[src/pis_pkg.sv]
// constants for the interrupt select and power management capability words
package pis_pkg;
  localparam logic [7:0]  OFF_CAP_PTR        = 8'h34;
  localparam logic [7:0]  OFF_INT_SELECT     = 8'h3c;
  localparam logic [7:0]  OFF_PM_CAP         = 8'h40;

  localparam logic [7:0]  MAX_LATENCY_RST    = 8'h34;
  localparam logic [7:0]  MIN_GRANT_RST      = 8'h0b;
  localparam logic [7:0]  INT_PIN_CODE       = 8'h01;
  localparam logic [7:0]  INT_LINE_RST       = 8'h00;
  localparam logic [31:0] INT_SELECT_RST     = 32'h340b0100;
  localparam logic [31:0] PM_CAP_RST         = 32'hff820001;

  localparam int          MAX_LAT_LSB        = 24;
  localparam int          MIN_GNT_LSB        = 16;
  localparam int          INT_PIN_LSB        = 8;
  localparam int          INT_LINE_LSB       = 0;

  localparam int          WAKE_LSB           = 27;
  localparam int          STATE_TWO_BIT      = 26;
  localparam int          STATE_ONE_BIT      = 25;
  localparam int          AUX_CUR_LSB        = 22;
  localparam int          PM_VER_LSB         = 16;
  localparam int          NEXT_PTR_LSB       = 8;
  localparam int          CAP_ID_LSB         = 0;

  localparam logic [3:0]  WAKE_WARM_STATES   = 4'hf;
  localparam logic        WAKE_COLD_RST      = 1'b1;
  localparam logic        AUX_OK_RST         = 1'b1;
  localparam logic [2:0]  AUX_CURRENT_MAX    = 3'h6;
  localparam logic [2:0]  AUX_CURRENT_NONE   = 3'h0;
  localparam logic [2:0]  PM_SPEC_VERSION    = 3'h2;
  localparam logic [7:0]  NEXT_CAP_POINTER   = 8'h00;
  localparam logic [7:0]  CAP_IDENTIFIER     = 8'h01;
  localparam logic [7:0]  CAP_LIST_OFFSET    = 8'h40;
  localparam int          CAP_LIST_EN_BIT    = 4;

  typedef struct packed {
    logic [7:0]  max_latency_desired;
    logic [7:0]  min_grant_desired;
    logic [7:0]  interrupt_line_number;
    logic        wake_cold_stored;
    logic [2:0]  aux_sync;
    logic        aux_ok;
    logic [31:0] rdata;
    logic        rvalid;
  } pis_state_t;
endpackage

[src/pis_cfg_regs.sv]
// interrupt select and power management capability configuration words
//
// Behaviour
// - max latency resets to decimal 52
// - min grant resets to decimal 11
// - eeprom load overwrites latency and grant
// - interrupt pin byte reads constant 01h
// - host writes line number, reads it back
// - hard reset 340b0100h, soft reset keeps
// - capability word visible only with bit4
// - wake field, one bit per state
// - cold wake reported only with aux power
// - cold wake bit loadable while in D3cold
// - bit 26 reads 1, D2 supported
// - bit 25 reads 1, D1 supported
// - aux current 110b if cold wake, else 000b
// - version field reads 010b
// - next capability pointer reads 00h
// - capability identifier reads 01h
// - capability list offset reads 40h
`timescale 1ns/1ns
module pis_cfg_regs (
  input  wire logic        ref_clk,
  input  wire logic        rst_n,
  input  wire logic        soft_rst,
  input  wire logic        cfg_rd,
  input  wire logic        cfg_wr,
  input  wire logic [7:0]  cfg_addr,
  input  wire logic [3:0]  cfg_be,
  input  wire logic [31:0] cfg_wdata,
  output logic      [31:0] cfg_rdata,
  output logic             cfg_rvalid,
  input  wire logic [31:0] config_command_status_reg,
  input  wire logic        aux_supply_sense_pin,
  input  wire logic        ee_load,
  input  wire logic [7:0]  ee_max_latency,
  input  wire logic [7:0]  ee_min_grant,
  input  wire logic        ee_wake_cold,
  input  wire logic        in_d3cold,
  output logic      [4:0]  wake_support_states
);
  logic [1:0]            rst_sync_r;
  logic                  rst_int_n;
  pis_pkg::pis_state_t   st_r;
  pis_pkg::pis_state_t   st_nxt;
  logic                  cold_rep;
  logic [31:0]           int_word;
  logic [31:0]           cap_word;
  logic                  cap_visible;
  logic                  hit_int;
  logic                  hit_cap;
  logic                  hit_ptr;

  // reset released through two flops
  always_ff @(posedge ref_clk or negedge rst_n) begin
    if (!rst_n) begin
      rst_sync_r <= 2'h0;
    end else begin
      rst_sync_r <= {rst_sync_r[0], 1'b1};
    end
  end
  assign rst_int_n = rst_sync_r[1];

  // losing aux hides cold wake as soon as the filter clears aux_ok, four edges after the pin drops; the stored bit survives
  assign cold_rep    = st_r.wake_cold_stored & st_r.aux_ok;
  // bit 4 clear hides the whole word; the pointer at 34h still reads 40h
  assign cap_visible = config_command_status_reg[pis_pkg::CAP_LIST_EN_BIT];
  assign wake_support_states = {cold_rep, pis_pkg::WAKE_WARM_STATES};

  // word decode ignores the byte offset; lanes come from cfg_be
  assign hit_int = cfg_addr[7:2] == pis_pkg::OFF_INT_SELECT[7:2];
  assign hit_cap = cfg_addr[7:2] == pis_pkg::OFF_PM_CAP[7:2];
  assign hit_ptr = cfg_addr[7:2] == pis_pkg::OFF_CAP_PTR[7:2];

  always_comb begin
    int_word = '0;
    int_word[pis_pkg::MAX_LAT_LSB +: 8]  = st_r.max_latency_desired;
    int_word[pis_pkg::MIN_GNT_LSB +: 8]  = st_r.min_grant_desired;
    int_word[pis_pkg::INT_PIN_LSB +: 8]  = pis_pkg::INT_PIN_CODE;
    int_word[pis_pkg::INT_LINE_LSB +: 8] = st_r.interrupt_line_number;
  end

  always_comb begin
    cap_word = '0;
    cap_word[pis_pkg::WAKE_LSB +: 5]     = wake_support_states;
    cap_word[pis_pkg::STATE_TWO_BIT]     = 1'b1;
    cap_word[pis_pkg::STATE_ONE_BIT]     = 1'b1;
    cap_word[pis_pkg::AUX_CUR_LSB +: 3]  = cold_rep ? pis_pkg::AUX_CURRENT_MAX
                                                    : pis_pkg::AUX_CURRENT_NONE;
    cap_word[pis_pkg::PM_VER_LSB +: 3]   = pis_pkg::PM_SPEC_VERSION;
    cap_word[pis_pkg::NEXT_PTR_LSB +: 8] = pis_pkg::NEXT_CAP_POINTER;
    cap_word[pis_pkg::CAP_ID_LSB +: 8]   = pis_pkg::CAP_IDENTIFIER;
  end

  always_comb begin
    st_nxt = st_r;
    // first sync flop feeds only the second
    st_nxt.aux_sync = {st_r.aux_sync[1:0], aux_supply_sense_pin};
    // glitch filter: accept only once stages two and three agree
    if (st_r.aux_sync[1] == st_r.aux_sync[2]) begin
      st_nxt.aux_ok = st_r.aux_sync[2];
    end
    // the host cannot write latency or grant; only the eeprom can
    if (ee_load) begin
      st_nxt.max_latency_desired = ee_max_latency;
      st_nxt.min_grant_desired   = ee_min_grant;
      if (in_d3cold) begin
        st_nxt.wake_cold_stored = ee_wake_cold;
      end
    end
    // only the line byte is writable; other bytes are dropped
    if (cfg_wr && cfg_addr[7:2] == pis_pkg::OFF_INT_SELECT[7:2] && cfg_be[0]) begin
      st_nxt.interrupt_line_number = cfg_wdata[pis_pkg::INT_LINE_LSB +: 8];
    end
    // read and write in one cycle: the read sees the old word
    st_nxt.rvalid = cfg_rd;
    if (cfg_rd) begin
      if (cfg_addr[7:2] == pis_pkg::OFF_INT_SELECT[7:2]) begin
        st_nxt.rdata = int_word;
      end else if (cfg_addr[7:2] == pis_pkg::OFF_PM_CAP[7:2]) begin
        st_nxt.rdata = cap_visible ? cap_word : 32'h0;
      end else if (cfg_addr[7:2] == pis_pkg::OFF_CAP_PTR[7:2]) begin
        st_nxt.rdata = {24'h0, pis_pkg::CAP_LIST_OFFSET};
      end else begin
        st_nxt.rdata = 32'h0;
      end
    end
  end

  // soft_rst is deliberately not used: both words survive it
  always_ff @(posedge ref_clk or negedge rst_int_n) begin
    if (!rst_int_n) begin
      st_r.max_latency_desired   <= pis_pkg::MAX_LATENCY_RST;
      st_r.min_grant_desired     <= pis_pkg::MIN_GRANT_RST;
      st_r.interrupt_line_number <= pis_pkg::INT_LINE_RST;
      st_r.wake_cold_stored      <= pis_pkg::WAKE_COLD_RST;
      // pre-filled to the reset aux level, so no false drop follows reset
      st_r.aux_sync              <= {3{pis_pkg::AUX_OK_RST}};
      st_r.aux_ok                <= pis_pkg::AUX_OK_RST;
      st_r.rdata                 <= 32'h0;
      st_r.rvalid                <= 1'b0;
    end else begin
      st_r <= st_nxt;
    end
  end

  // one register feeds the read port, so data stands until the next read
  assign cfg_rdata  = st_r.rdata;
  assign cfg_rvalid = st_r.rvalid;
endmodule

[config.mk]
export PLATFORM = sky130hd
export DESIGN_NAME = pis_cfg_regs
export DESIGN_NICKNAME = d
export VERILOG_FILES = /design/src/pis_pkg.sv /design/src/pis_cfg_regs.sv
export SDC_FILE = /design/constraint.sdc
export NUM_CORES = 1
export LEC_CHECK = 0
export BUFFER_PORTS_ARGS = -buffer_cell sky130_fd_sc_hd__buf_2
export CORE_MARGIN = 2
export CORE_UTILIZATION = 37
export DETAILED_ROUTE_END_ITERATION = 6
export HOLD_SLACK_MARGIN = 0.05
export PLACE_DENSITY = 0.68
export SYNTH_ARGS = -nofsm -noshare
export SYNTH_HDL_FRONTEND = slang
export SYNTH_SLANG_ARGS = --single-unit
[constraint.sdc]
create_clock -name ref_clk -period 4.14 [get_ports ref_clk]
set_input_delay 0.207 -clock ref_clk [delete_from_list [all_inputs] [get_ports ref_clk]]
set_output_delay 0.207 -clock ref_clk [all_outputs]
set_load 0.02 [all_outputs]
==> flow_summary.json <==
{
  "mostFrequentLayoutCells": "buf_2, dfrtp_1, mux2_2, nand2_1, inv_1",
  "powerDensity_nw_per_um2": 435,
  "clock_latency_ps": 330,
  "cp.required_ps": 4410,
  "clock_skew_ps": 7.32,
  "use_met1": 0.158,
  "vias_per_cell": 4.74,
  "crit_start": "cfg_rd",
  "cts_num_sinks": 57,
  "max_slew.worst_pin.slew_ps": 882,
  "diodes": 0,
  "synthSimpleGateAreaFrac": 0.0970,
  "p_total_uw": 1300,
  "rsz0062_at_grt": "false",
  "start_util": 0.380,
  "fin_tns_setup_ps": 0,
  "hold_path.class": "input port to flop",
  "finalCritPeriodShare": 0.382,
  "rr_startpoint": "st_r[33]",
  "ir_drop_mv": 0.281,
  "numPortBuffers": 66,
  "drt_iter0_drc": 50,
  "cp-end-kind": "flop",
  "fp.dieW_um": 87.3,
  "grt_max_degree": 52,
  "relSlewSlack": 0.412,
  "post-route-min-period_ps": 1580,
  "netlist_top_cells_area": "dfrtp_1, mux2_2, dfstp_2, buf_4, a311o_2",
  "cp.arrival_ps": 1850,
  "cts-htree-levels": 3,
  "clockBufferDepth": 2,
  "track_usage": 0.130,
  "setup_viol": 0,
  "num_rows": 30,
  "drc": 0,
  "worstPathMaxFanout": 51,
  "p_leak_uw": 0.00146,
  "synth_mux_area_frac": 0.114,
  "synth_warnings": 0,
  "yosys.area.top_type": "dfrtp_1",
  "drv_cap": 0,
  "hpwl_um": 3190,
  "drive_gt1_frac": 0.529,
  "cts_made_buffers": 9,
  "gr-usage-met2": 0.198,
  "hold_viol": 0,
  "post_cts_buffers": 0,
  "firstDrtPassIters": 4,
  "layout.nets": 353,
  "die_area_um2": 7620,
  "synth-seq-cells": 57,
  "cts_tree": "yes",
  "grt_pass1_wl_um": 7310,
  "avgRoutedWirePerCell_um": 13.8,
  "root_buffer": "clkbuf_8",
  "grt.busiest_layer": "met2",
  "place_ws_ps": 2170,
  "grt_pass1_vias": 1526,
  "status": "completed",
  "io_pins": 139,
  "synth.cell_area_um2": 2570,
  "startpoint_type": "input port",
  "synth_cell_type_count": 26,
  "synth_top_family_by_area": "buffers and inverters",
  "max_freq_ghz": 0.632,
  "grt_antenna_before_repair": 0,
  "min_from": "ee_min_grant[7]",
  "vias": 1599,
  "synthXorXnorAreaFrac": 0,
  "grt_overflow": 0,
  "syn_inst": 208,
  "layout-area-overhead-vs-synth_pct": 16.2,
  "ys_seq_area_frac": 0.561,
  "setup_ws_ps": 2560,
  "synth_fa_ha_area_frac": 0.00390,
  "die_h_um": 87.3,
  "syn_avg_cell_area_um2": 12.3,
  "met3_usage": 0.0436,
  "slew_violations": 0,
  "synth_top_area_frac": 0.448,
  "core-area_um2": 6760,
  "clkTransAtPathRegs_ps": 70,
  "fillers": 646,
  "finalWirelength_um": 4670,
  "postRouteAntennaNets": 0,
  "final_common_cell": "buf_2",
  "gp_congestion": 0.741,
  "critical_path_class": "input port to flop",
  "synth_compound_area_frac": 0.0780
}
==> per-stage QoR <==
| stage | hold slack (ps) | cells | utilization | area, um2 |
|---|---|---|---|---|
| 6_report | 103 | 337 | 0.441 | 2980 |
| 4_1_cts | 83.9 | 337 | 0.441 | 2980 |
| 3_3_place_gp | -4.25 | 319 | 0.405 | 2730 |
| 2_1_floorplan | -88.6 | 218 | - | 2610 |
| 3_5_place_dp | -1.62 | 319 | 0.405 | 2730 |
| 5_1_grt | 86.7 | 337 | 0.441 | 2980 |
==> area by class of cell <==
type / count / area, um2 / share of cell area
Tap cell: 80 / 100 / 0.0336
Multi-Input combinational cell: 101 / 802 / 0.269
Clock inverter: 5 / 77.6 / 0.0260
Sequential cell: 57 / 1440 / 0.483
Inverter: 14 / 52.6 / 0.0176
Clock buffer: 11 / 151 / 0.0508
Timing Repair Buffer: 69 / 358 / 0.120
==> repair_timing <==
action,CTS,global route
gates resized for setup,0,0
hold buffers,2,0
hold endpoints to repair,3,0
==> final timing paths <==
| check | end | slack [ps] | cells past startpoint |
|---|---|---|---|
| worst min-delay path | int_word[23] | 100 | 2 |
| worst min register to register | cfg_rdata[25] | 270 | 0 |
| worst max register to register | cfg_rdata[31] | 2910 | 3 |
| max in group asynchronous | int_word[19] | 3040 | 1 |
| worst max-delay path | cfg_rdata[26] | 2560 | 4 |
| min in group asynchronous | rst_sync_r[1] | 190 | 2 |
==> sequential cells by signal, summed over array words and instances, names as in the netlist <==
| signal | flops |
|---|---|
| st_nxt | 2 |
| int_word | 24 |
| cfg_rdata | 25 |
| cfg_rvalid | 1 |
| rst_sync_r | 2 |
| st_r | 3 |
==> critical path: stages <==
cell and delay [ps]:
buf_2 660, nand2_1 300, nor3_4 480, a311o_2 190
==> per-layer routing <==
layer | vias to the layer above | share of wire | wire length, um
met5 | - | 0 | 0
met4 | 0 | 0.013 | 59
met3 | 6 | 0.063 | 292
met2 | 54 | 0.48 | 2240
met1 | 790 | 0.45 | 2080
li1 | 749 | - | -
==> synthesized netlist by cell type <==
library cell and count:
buf_4 37, nor3_4 1, dfrtp_1 46, dfstp_2 11, or3b_1 1, a311o_2 8
o22ai_1 12, nand4_1 1, or2_2 1, o21ai_0 1, nand4b_1 2, mux2_2 26
nor2_2 1, nor3b_1 1, nand2_1 15, clkbuf_1 6, conb_1 2, maj3_1 1
a311o_1 3, buf_2 3, nor2b_1 11, or4b_4 1, inv_1 14, or2b_1 1
and4bb_2 1, nor4_4 1
==> report_power, final <==
part           internal, uW  switching (uW)
registers               594            18.5
logic                  45.3            51.9
clock network           369             218
total                  1010             288
==> cells by family (layout without fill, tap and decap cells) <==
kind of cell	Yosys count	after routing
buffers and inverters	60	99
DFF	57	57
and+or+nand+nor	38	38
muxes	26	26
AOI/OAI and AO/OA	24	24
other	2	12
adders and majority gates	1	1
Note: power is estimated with default switching activity, not from simulation.
